===== src/shared/column_driver_pkg.sv =====
package column_driver_pkg;

  // ************************************************************
  // pixel path geometry
  // ************************************************************
  localparam int WORD_W     = 10;                 // pixel word width, msb is bit 9
  localparam int CH_COUNT   = 12;                 // channel latches
  localparam int PAIR_COUNT = 6;                  // clocks per loading sequence
  localparam int FRAME_W    = CH_COUNT * WORD_W + 1;
  localparam int BUF_DEPTH  = 2;                  // output buffer entries

  // ************************************************************
  // serial dac path
  // ************************************************************
  localparam int SER_W        = 12;               // serial word width
  localparam int SER_MIN_CLKS = 3;                // least serial clocks for a valid load

  // ************************************************************
  // reset values
  // ************************************************************
  localparam logic [2:0]       PAIR_IDLE_RST = 3'h6;
  localparam logic [WORD_W-1:0] WORD_RST     = 10'h000;
  localparam logic [SER_W-1:0]  SER_RST      = 12'h000;

endpackage


===== src/rtl/frame_skid_buffer.sv =====
module frame_skid_buffer
  import column_driver_pkg::*;
#(
  parameter int W     = FRAME_W,
  parameter int DEPTH = BUF_DEPTH
) (
  input  wire logic         clk_sys,
  input  wire logic         rst_n,
  input  wire logic         in_valid,
  output logic              in_ready,
  input  wire logic [W-1:0] in_data,
  output logic              out_valid,
  input  wire logic         out_ready,
  output logic [W-1:0]      out_data
);

  localparam int PW = (DEPTH > 1) ? $clog2(DEPTH) : 1;
  localparam int CW = $clog2(DEPTH + 1);

  logic [W-1:0]  mem_r [DEPTH];
  logic [PW-1:0] wr_ptr_r;
  logic [PW-1:0] wr_ptr_nxt;
  logic [PW-1:0] rd_ptr_r;
  logic [PW-1:0] rd_ptr_nxt;
  logic [CW-1:0] count_r;
  logic [CW-1:0] count_nxt;
  logic          push;
  logic          pop;

  // ************************************************************
  // flags and pointer steps
  // ************************************************************
  assign in_ready  = (count_r != CW'(DEPTH));
  assign out_valid = (count_r != '0);
  assign out_data  = mem_r[rd_ptr_r];
  assign push      = in_valid && in_ready;
  assign pop       = out_valid && out_ready;

  // next pointers and fill level
  always_comb begin
    wr_ptr_nxt = wr_ptr_r;
    rd_ptr_nxt = rd_ptr_r;
    count_nxt  = count_r;
    if (push) begin
      wr_ptr_nxt = (wr_ptr_r == PW'(DEPTH - 1)) ? '0 : wr_ptr_r + PW'(1);
    end
    if (pop) begin
      rd_ptr_nxt = (rd_ptr_r == PW'(DEPTH - 1)) ? '0 : rd_ptr_r + PW'(1);
    end
    if (push && !pop) begin
      count_nxt = count_r + CW'(1);
    end else if (pop && !push) begin
      count_nxt = count_r - CW'(1);
    end
  end

  // pointer registers
  always_ff @(posedge clk_sys or negedge rst_n) begin
    if (!rst_n) begin
      wr_ptr_r <= '0;
      rd_ptr_r <= '0;
      count_r  <= '0;
    end else begin
      wr_ptr_r <= wr_ptr_nxt;
      rd_ptr_r <= rd_ptr_nxt;
      count_r  <= count_nxt;
    end
  end

  // storage, cleared at reset so the buffer shows zeros until each entry is first written
  always_ff @(posedge clk_sys or negedge rst_n) begin
    if (!rst_n) begin
      for (int i = 0; i < DEPTH; i++) begin
        mem_r[i] <= '0;
      end
    end else if (push) begin
      mem_r[wr_ptr_r] <= in_data;
    end
  end

endmodule


===== src/rtl/column_driver_input.sv =====
// Operation
// - strobe sampled only on rising clock edges
// - edge after strobe moves data, restarts loading; strobe ignored while output buffer full
// - select low ascends from 0, high descends
// - invert input captured on first edge after strobe
// - pending polarity applied at next strobe
// - polarity high means outputs above center
// - thermal protection follows thermal switch input
// - aux dac output updates on enable rise; only after at least 3 serial clocks
// - six clocks load twelve words, both edges
// - ten-bit pixel bus, bit 9 most significant
// - serial word shifts while enable low
module column_driver_input
  import column_driver_pkg::*;
(
  input  wire logic                       clk_sys,
  input  wire logic                       rst_n,
  input  wire logic [WORD_W-1:0]          pixel_data_bus,
  input  wire logic                       transfer_start_strobe,
  input  wire logic                       load_dir_select,
  input  wire logic                       polarity_invert,
  input  wire logic                       thermal_protect_enable,
  input  wire logic                       serial_clock,
  input  wire logic                       serial_load_enable,
  input  wire logic                       serial_data_in,
  output logic                            frame_ready,
  output logic                            video_valid,
  input  wire logic                       video_ready,
  output logic [CH_COUNT*WORD_W-1:0]      video_output,
  output logic                            video_above_center,
  output logic                            thermal_protect_active,
  output logic [SER_W-1:0]                aux_dac_output,
  output logic                            aux_dac_update
);

  // ************************************************************
  // declarations
  // ************************************************************
  logic [WORD_W-1:0] chan_r [CH_COUNT];
  logic [WORD_W-1:0] chan_nxt [CH_COUNT];
  logic [WORD_W-1:0] rise_word_r;
  logic [WORD_W-1:0] fall_word_r;
  logic [2:0]        pair_cnt_r;
  logic [2:0]        pair_cnt_nxt;
  logic              load_dir_r;
  logic              load_dir_nxt;
  logic              strobe_seen_r;
  logic              pending_pol_r;
  logic              pending_pol_nxt;
  logic              applied_pol_r;
  logic              applied_pol_nxt;
  logic              started_r;
  logic              xfer_take;
  logic [FRAME_W-1:0] frame_in;
  logic [FRAME_W-1:0] frame_out;
  logic              buf_in_ready;

  logic [1:0]        therm_sync_r;
  logic [2:0]        sclk_sync_r;
  logic [2:0]        load_en_sync_r;
  logic [1:0]        sdata_sync_r;
  logic              sclk_rise;
  logic              load_en_rise;
  logic              load_en_fall;
  logic [SER_W-1:0]  shift_r;
  logic [SER_W-1:0]  shift_nxt;
  logic [1:0]        sclk_cnt_r;
  logic [1:0]        sclk_cnt_nxt;
  logic [SER_W-1:0]  aux_nxt;
  logic              aux_upd_nxt;

  // channel index for a slot in the current direction
  function automatic logic [3:0] chan_index(input logic dir, input logic [3:0] slot);
    chan_index = dir ? 4'(CH_COUNT - 1) - slot : slot;
  endfunction

  // ************************************************************
  // pixel capture
  // ************************************************************
  // falling-edge half of the double-rate bus
  always_ff @(negedge clk_sys or negedge rst_n) begin
    if (!rst_n) begin
      fall_word_r <= WORD_RST;
    end else begin
      fall_word_r <= pixel_data_bus;
    end
  end

  // transfer accepted only when the output buffer has room
  assign xfer_take   = strobe_seen_r && buf_in_ready;
  assign frame_ready = buf_in_ready;

  // loading sequence, channel latches and polarity
  always_comb begin
    chan_nxt        = chan_r;
    pair_cnt_nxt    = pair_cnt_r;
    load_dir_nxt    = load_dir_r;
    pending_pol_nxt = pending_pol_r;
    applied_pol_nxt = applied_pol_r;
    frame_in        = '0;
    if (pair_cnt_r < 3'(PAIR_COUNT)) begin
      chan_nxt[chan_index(load_dir_r, {pair_cnt_r, 1'b0})] = rise_word_r;
      chan_nxt[chan_index(load_dir_r, {pair_cnt_r, 1'b1})] = fall_word_r;
      pair_cnt_nxt = pair_cnt_r + 3'h1;
    end
    if (xfer_take) begin
      pair_cnt_nxt    = '0;
      load_dir_nxt    = load_dir_select;
      pending_pol_nxt = polarity_invert;
      applied_pol_nxt = pending_pol_r;
    end
    for (int i = 0; i < CH_COUNT; i++) begin
      frame_in[i*WORD_W +: WORD_W] = chan_nxt[i];
    end
    frame_in[FRAME_W-1] = applied_pol_nxt;
  end

  // pixel path registers
  always_ff @(posedge clk_sys or negedge rst_n) begin
    if (!rst_n) begin
      for (int i = 0; i < CH_COUNT; i++) begin
        chan_r[i] <= WORD_RST;
      end
      rise_word_r   <= WORD_RST;
      pair_cnt_r    <= PAIR_IDLE_RST;
      load_dir_r    <= 1'b0;
      strobe_seen_r <= 1'b0;
      pending_pol_r <= 1'b0;
      applied_pol_r <= 1'b0;
      started_r     <= 1'b0;
    end else begin
      chan_r        <= chan_nxt;
      rise_word_r   <= pixel_data_bus;
      pair_cnt_r    <= pair_cnt_nxt;
      load_dir_r    <= load_dir_nxt;
      strobe_seen_r <= transfer_start_strobe;
      pending_pol_r <= pending_pol_nxt;
      applied_pol_r <= applied_pol_nxt;
      started_r     <= started_r || xfer_take;
    end
  end

  // output buffer holds moved frames until the receiver takes them
  frame_skid_buffer #(
    .W     (FRAME_W),
    .DEPTH (BUF_DEPTH)
  ) u_out_buf (
    .clk_sys   (clk_sys),
    .rst_n     (rst_n),
    .in_valid  (xfer_take),
    .in_ready  (buf_in_ready),
    .in_data   (frame_in),
    .out_valid (video_valid),
    .out_ready (video_ready),
    .out_data  (frame_out)
  );

  assign video_output       = frame_out[FRAME_W-2:0];
  assign video_above_center = frame_out[FRAME_W-1];

  // ************************************************************
  // thermal switch and serial dac
  // ************************************************************
  // serial pins and thermal switch come from outside, two flops first
  always_ff @(posedge clk_sys or negedge rst_n) begin
    if (!rst_n) begin
      therm_sync_r   <= '0;
      sclk_sync_r    <= 3'h7;  // idle high, no false rise after reset
      load_en_sync_r <= 3'h7;
      sdata_sync_r   <= '0;
    end else begin
      therm_sync_r   <= {therm_sync_r[0], thermal_protect_enable};
      sclk_sync_r    <= {sclk_sync_r[1:0], serial_clock};
      load_en_sync_r <= {load_en_sync_r[1:0], serial_load_enable};
      sdata_sync_r   <= {sdata_sync_r[0], serial_data_in};
    end
  end

  assign thermal_protect_active = therm_sync_r[1];
  assign sclk_rise    = sclk_sync_r[1] && !sclk_sync_r[2];
  assign load_en_rise = load_en_sync_r[1] && !load_en_sync_r[2];
  assign load_en_fall = !load_en_sync_r[1] && load_en_sync_r[2];

  // shift while enable low, commit on enable rise
  always_comb begin
    shift_nxt    = shift_r;
    sclk_cnt_nxt = sclk_cnt_r;
    aux_nxt      = aux_dac_output;
    aux_upd_nxt  = 1'b0;
    if (load_en_fall) begin
      sclk_cnt_nxt = '0;
    end else if (sclk_rise && !load_en_sync_r[1]) begin
      shift_nxt = {shift_r[SER_W-2:0], sdata_sync_r[1]};
      if (sclk_cnt_r != 2'(SER_MIN_CLKS)) begin
        sclk_cnt_nxt = sclk_cnt_r + 2'h1;
      end
    end
    if (load_en_rise && sclk_cnt_r == 2'(SER_MIN_CLKS)) begin
      aux_nxt     = shift_r;
      aux_upd_nxt = 1'b1;
    end
  end

  // serial registers
  always_ff @(posedge clk_sys or negedge rst_n) begin
    if (!rst_n) begin
      shift_r        <= SER_RST;
      sclk_cnt_r     <= '0;
      aux_dac_output <= SER_RST;
      aux_dac_update <= 1'b0;
    end else begin
      shift_r        <= shift_nxt;
      sclk_cnt_r     <= sclk_cnt_nxt;
      aux_dac_output <= aux_nxt;
      aux_dac_update <= aux_upd_nxt;
    end
  end
endmodule


===== config.mk =====
export PLATFORM = sky130hd
export DESIGN_NAME = column_driver_input
export DESIGN_NICKNAME = d
export VERILOG_FILES = /design/src/shared/column_driver_pkg.sv /design/src/rtl/frame_skid_buffer.sv /design/src/rtl/column_driver_input.sv
export SDC_FILE = /design/constraint.sdc
export NUM_CORES = 1
export LEC_CHECK = 0
export BUFFER_PORTS_ARGS = -buffer_cell sky130_fd_sc_hd__buf_4
export CORE_MARGIN = 4
export CORE_UTILIZATION = 29
export DETAILED_ROUTE_END_ITERATION = 8
export PLACE_DENSITY = 0.49
export SLEW_MARGIN = 20
export SYNTH_ARGS = -nofsm -noshare
export SYNTH_HDL_FRONTEND = slang
export SYNTH_SLANG_ARGS = --single-unit

===== constraint.sdc =====
create_clock -name clk_sys -period 1.95 [get_ports clk_sys]
set_input_delay 0.39 -clock clk_sys [delete_from_list [all_inputs] [get_ports clk_sys]]
set_output_delay 0.39 -clock clk_sys [all_outputs]
set_load 0.005 [all_outputs]

==> out/qor.yml, run 1 <==
crit_family: "buffers and inverters"
yosysSeqAreaShare_pct: 56.3
async_reset_ff_share_pct: 100
synth.most_common_cell: "dfrtp_1"
vias: 15900
core_sq_um: 64800
drc: 0
initial_core_util_pct: 29.5
synth_seq_cells: 429
num_io_pins: 157
critPathKind: "reg2out"
crit_required_ns: 1.56
cp_cell_sequence: "buf_6 > buf_12 > buf_12 > mux2_4 > buf_6"
grt_use_total_pct: 20.4
syn_inst: 1680
stdcell_area_sq_um: 30900
h-tree-depth: 2
cts_made_buffers: 50
rows: 93
period_minus_slack_ns: 2.38
area_growth_pct: 61.7
fmax_mhz: 421
synth_fp_nets: 1704
skew_ns: 0.0340
antenna-diode-count: 0
relSlewSlack_pct: 17.7
path_buf_inv: 4
status: "finished with violations"
synth_top_area_share_pct: 53.9
cts_tree: "built"
slew_violations: 0
rsz0062_at_grt: "true"
wirelength_um: 75400
antenna_left: 0
path_max_fanout: 8
dp_hpwl_um: 42100
drv_cap: 0
drt_iter0_markers: 1163
yosysWarnings: 0
die_x_um: 265
grt_pass1_wl_um: 111000
synth_ff_type: "dfrtp_1"
first_pass_iters: 5
vdd_drop_max_uv: 912
period_share_pct: 122
regArea_sq_um: 10800
antenna_found_initial: 1
grt_max_degree: 77
syn_area_per_cell_sq_um: 11.4
worstPathArrival_ns: 1.99
yosysUniqueCellTypes: 37
startpoint_type: "flip-flop"
place_area_sq_um: 22900
route.detailed.wl_per_inst_um: 26.0
gp_congestion: 0.757
worstSetupEndpointType: "primary output"
synth_area_leader_cell: "dfrtp_1"
via_per_inst: 5.49
clock_latency_ns: 0.60
worst_pin_slew_ns: 1.23
synth_area_leaders: "dfrtp_1, o221a_2, mux2_2"
multi_input_area_sq_um: 11400
path_clk_slew_ns: 0.05
stdcell_count: 2904
dieArea_sq_um: 70000
synth_edf_count: 0
whs_ns: 0.0394
root_buffer: "clkbuf_16"
io_buffers: 156
worst_slack_ns: -0.427
leakagePower_nw: 11.8
violations: "setup timing"
pre_cts_slack_ns: -0.428
clk_path_buf_depth: 3
holdCritPathClass: "in2reg"
crit_path_top_delay_cell: "dfrtp_4"
grt_pass1_vias: 16700
hold_viol_final: 0
nFillCells: 5568
finalNetCount: 2033
post-place-cells: 2686
synth_common_cells: "dfrtp_1, nand2_1, o221a_2"
syn_area_sq_um: 19100
p_per_area_nw_per_um2: 1870
setup_viol: 456
die_y_um: 265
cp_slowest_stage_delay_ns: 0.49
overflow: 0
drive_gt1_share_pct: 58.5
clock_sinks: 429
per-stage QoR:
step / setup TNS, ns / util [%] / total power, W
floorplan: -4.80 / - / 0.0269
global placement: -47.82 / 35.3 / 0.0362
detailed placement: -53.72 / 35.3 / 0.0366
CTS: -98.39 / 45.1 / 0.0545
global route: -113.72 / 47.6 / 0.0605
finish: -96.63 / 47.6 / 0.0578
power by group:
| group | switching (W) | leakage [nW] | internal, W |
|---|---|---|---|
| clock | 0.00394 | 0.884 | 0.00619 |
| combinational | 0.0137 | 6.14 | 0.0179 |
| sequential | 0.00327 | 4.73 | 0.0128 |
final timing paths:
kind,slack (ns),end,depth (start not counted),start
setup / recovery,-0.43,video_output[24],5,u_out_buf.rd_ptr_r$_DFFE_PN0P_
hold reg to reg,0.35,therm_sync_r[1]$_DFF_PN0_,0,therm_sync_r[0]$_DFF_PN0_
hold / removal,0.04,pending_pol_r$_DFFE_PN0P_,2,polarity_invert
setup reg to reg,-0.33,u_out_buf.mem_r[9]$_DFFE_PN0P_,6,fall_word_r[9]$_DFF_NN0_
max in group asynchronous,0.43,fall_word_r[5]$_DFF_NN0_,2,rst_n
min in group asynchronous,0.32,u_out_buf.mem_r[113]$_DFFE_PN0P_,2,rst_n
cells in the final DEF, fill, tap and decap left out, types with 3 or more instances in the layout:
| cell type | netlist | final |
|---|---|---|
| nand2_2 | 0 | 26 |
| nand2b_4 | 0 | 12 |
| dfstp_2 | 8 | 8 |
| ha_1 | 4 | 3 |
| nor2_4 | 0 | 21 |
| dlygate4sd3_1 | 0 | 16 |
| o221a_4 | 0 | 136 |
| inv_1 | 5 | 3 |
| o22ai_2 | 0 | 9 |
| dfrtp_1 | 411 | 403 |
| buf_8 | 0 | 18 |
| clkbuf_8 | 0 | 20 |
| a21oi_1 | 122 | 17 |
| mux2_4 | 0 | 54 |
| buf_12 | 0 | 79 |
| a21oi_2 | 5 | 105 |
| xnor2_1 | 4 | 4 |
| dfrtp_2 | 0 | 7 |
| nor2_1 | 126 | 103 |
| bufinv_16 | 0 | 5 |
| clkbuf_1 | 104 | 8 |
| clkbuf_16 | 0 | 68 |
| buf_16 | 0 | 27 |
| xor2_1 | 3 | 3 |
| dfrtn_1 | 10 | 10 |
| buf_6 | 0 | 129 |
| o221a_1 | 15 | 15 |
| o221a_2 | 225 | 89 |
| mux2_2 | 137 | 83 |
| a21oi_4 | 0 | 5 |
| nand2_1 | 279 | 253 |
| clkinv_2 | 0 | 8 |
| or4b_4 | 3 | 4 |
| buf_4 | 14 | 156 |
| o22ai_4 | 0 | 111 |
sequential cells by signal, indices dropped and copies added (netlist names), 2 cells and up:
register	cells
pair_cnt_r	3
u_out_buf.mem_r	242
sdata_sync_r	2
fall_word_r	10
sclk_sync_r	3
therm_sync_r	2
chan_r	120
load_en_sync_r	3
sclk_cnt_r	2
aux_dac_output	12
rise_word_r	10
shift_r	12
u_out_buf.count_r	2
area by class of cell:
type	instances	share of cell area, %
Clock buffer	79	5.12
Tap cell	855	3.46
Sequential cell	429	34.8
Clock inverter	13	0.628
Inverter	5	0.0648
Multi-Input combinational cell	1079	37.0
Timing Repair Buffer	444	18.9
kinds of logic (layout without fill, tap and decap cells):
| kind of cell | count (synthesis) | count (layout) | share of synthesized area [%] |
|---|---|---|---|
| AO/OA/AOI/OAI | 490 | 490 | 21.6 |
| XOR/XNOR | 7 | 7 | 0.321 |
| adder cells (fa/ha/maj) | 4 | 4 | 0.262 |
| buffers and inverters | 172 | 541 | 3.86 |
| flip-flops | 429 | 429 | 56.3 |
| multiplexers | 138 | 138 | 8.13 |
| AND/OR/NAND/NOR | 440 | 440 | 9.54 |
timing repair:
item	in CTS	in global routing
resized for setup	488	328
hold endpoints to repair	35	0
hold buffers	16	0
pin swaps	241	188
gates cloned	35	20
setup buffers	76	24
endpoints found under the setup margin	464	482
metal layers:
metal	global-route usage (%)	wire, um	vias up
li1	-	-	6983
met1	28.5	34000	8412
met2	32.9	36000	424
met3	3.10	3200	116
met4	6.47	2140	0
met5	0	0	-
(Power assumes the default switching activity.)
==> run 2: changes to the inputs <==
--- a/config.mk
+++ b/config.mk
@@ -9,6 +9,7 @@
 export CORE_MARGIN = 4
 export CORE_UTILIZATION = 29
 export DETAILED_ROUTE_END_ITERATION = 8
+export GPL_TIMING_DRIVEN = 0
 export PLACE_DENSITY = 0.49
 export SLEW_MARGIN = 20
 export SYNTH_ARGS = -nofsm -noshare
==> run 2 against run 1 <==
  * Die area is the same
  * Sequential cell count is the same
  * Largest cell class is now registers
  * Register-to-register slack lost 0.02 ns
  * Total power shrank 10%
  * The run ends with hold timing, setup timing left
  * Critical path depth shrank 1
==> out/qor.yml, run 2 (same netlist as run 1, synthesis figures left out) <==
internal-power_w: 0.0329
stdcell_count: 2893
grt_max_degree: 99
root_buffer: "clkbuf_16"
post-place-cells: 2695
startpoint_type: "flip-flop"
drv_cap: 0
skew_ns: 0.0338
antenna_found_initial: 0
rows: 93
seqPwrFrac_pct: 29.7
via_per_inst: 5.39
worstSetupEndpointType: "primary output"
vdd_drop_max_uv: 988
setup_viol: 480
status: "finished with violations"
cts_made_buffers: 50
rrSetupSlack_ns: -0.35
violations: "hold timing, setup timing"
period_minus_slack_ns: 2.39
cp-startpoint: "u_out_buf.rd_ptr_r$_DFFE_PN0P_"
grt_pass1_vias: 15700
drt_iter0_markers: 1240
clock_sinks: 429
slew_violations: 0
cts_tree: "built"
critPathKind: "reg2out"
place_area_sq_um: 22000
gp_congestion: 0.804
dp_hpwl_um: 44200
path_max_fanout: 8
p_comb_share_pct: 51.6
r2r_start: "pair_cnt_r[1]$_DFFE_PN1P_"
leakagePower_nw: 10.9
hold_viol_final: 62
wirelength_um: 73500
drc: 0
cp_slowest_stage_delay_ns: 0.48
largest_reg_flops: 242
initial_core_util_pct: 29.5
cp_cell_sequence: "clkbuf_16 > clkbuf_16 > mux2_4 > buf_6"
reg2reg_to: "u_out_buf.mem_r[224]$_DFFE_PN0P_"
antenna-diode-count: 0
p_switching_w: 0.0189
grt_pass1_wl_um: 104000
path_clk_slew_ns: 0.06
worstPathArrival_ns: 2.00
dieArea_sq_um: 70000
period_share_pct: 123
drive_gt1_share_pct: 51.6
vias: 15600
first_pass_iters: 5
finalNetCount: 2023
crit_required_ns: 1.56
largestRegisters: "u_out_buf.mem_r (242), chan_r (120)"
layout_commonest_cell: "dfrtp_1"
fmax_mhz: 418
worst_slack_ns: -0.440
stdcell_area_sq_um: 27900
overflow: 0
top_register: "u_out_buf.mem_r"
p_per_area_nw_per_um2: 1850
clock_latency_ns: 0.62
whs_ns: -0.231
clk_path_buf_depth: 3
route.detailed.wl_per_inst_um: 25.4
die_x_um: 265
rr_worst_depth: 7
h-tree-depth: 2
worst_pin_slew_ns: 0.886
holdCritPathClass: "in2async"
cts_hold_buffers: 15
core_sq_um: 64800
grt_use_total_pct: 19.5
relSlewSlack_pct: 40.9
crit_top_cell: "clkbuf_16"
die_y_um: 265
mostFrequentLayoutCells: "dfrtp_1, nand2_1, o221a_2, buf_6, nor2_1"
area_growth_pct: 46.3
antenna_left: 0
num_io_pins: 157
rsz0062_at_grt: "true"
io_buffers: 156
crit_path_top_delay_cell: "dfrtp_2"
p_clk_share_pct: 18.7
p_sw_share_pct: 36.5
==> run 2: cell count changes in the layout (fill, tap and decap cells not counted), sizes merged <==
| cell | previous run | this run |
|---|---|---|
| clkbuf | 96 | 186 |
| dlygate4sd3 | 16 | 15 |
| buf | 410 | 313 |
| clkinv | 8 | 6 |
| bufinv | 5 | 3 |
| bufbuf | 1 | 0 |
| inv | 5 | 7 |
==> run 2: per-layer routing <==
metal | track usage, % | part of all wire (%) | vias to the layer above
met3 | 4.20 | 6.7 | 156
met5 | 0 | 0 | -
met1 | 26.8 | 43 | 7989
met4 | 6.90 | 4.0 | 0
li1 | - | - | 6922
met2 | 30.8 | 46 | 539
==> run 2: power by group through the flow <==
stage / logic [W] / clock network (W) / registers, W
final: 0.0267 / 0.00969 / 0.0154
after detailed placement: 0.0202 / 0 / 0.0153
after global placement: 0.0199 / 0 / 0.0151
after CTS: 0.0243 / 0.00986 / 0.0152
after global routing: 0.0282 / 0.0102 / 0.0158
after floorplan: 0.0123 / 0 / 0.0145
==> run 2: stage by stage <==
step                power (W)  utilization [%]  setup slack, ns  TNS [ns]
floorplan              0.0269                -          -0.0296     -4.80
detailed placement     0.0354             33.9            -1.06   -290.45
finish                 0.0518             43.1           -0.440   -115.95
global placement       0.0349             33.7            -4.77  -1999.71
global route           0.0543             43.1           -0.473   -130.25
CTS                    0.0494             40.3           -0.460   -110.95
==> run 2: area by class of cell <==
class                      instances  area, sq um
inverter                           5         18.8
tap                              855         1070
multi-input combinational       1079         9860
clock inverter                    11          156
sequential                       429        10700
fill                            5957        36900
clock buffer                      80         1540
timing repair buffer             270         3090
buffer                           164         1450
==> run 2: worst max-delay path, delay by kind of cell, from the launching register on <==
family	cells	cell delay [ns]
flops	1	0.48
buf+inv	3	0.55
mux	1	0.34
==> run 2: repair_timing <==
| item | 4_1_cts | 5_1_grt |
|---|---|---|
| pin swaps | 34 | 95 |
| resized for setup | 410 | 328 |
| cloned | 10 | 12 |
| hold endpoints to repair | 77 | 62 |
| buffers inserted | 36 | 39 |
| endpoints found under the setup margin | 486 | 488 |
==> run 2: how the worst max path moves through the flow <==
stage	endpoint	slack, ns
after global routing	video_output[72]	-0.47
final	video_output[72]	-0.44
after global placement	fall_word_r[8]$_DFF_NN0_	-4.77
after floorplan	u_out_buf.mem_r[141]$_DFFE_PN0P_	-0.03
after detailed placement	video_output[78]	-1.06
after CTS	video_output[87]	-0.46
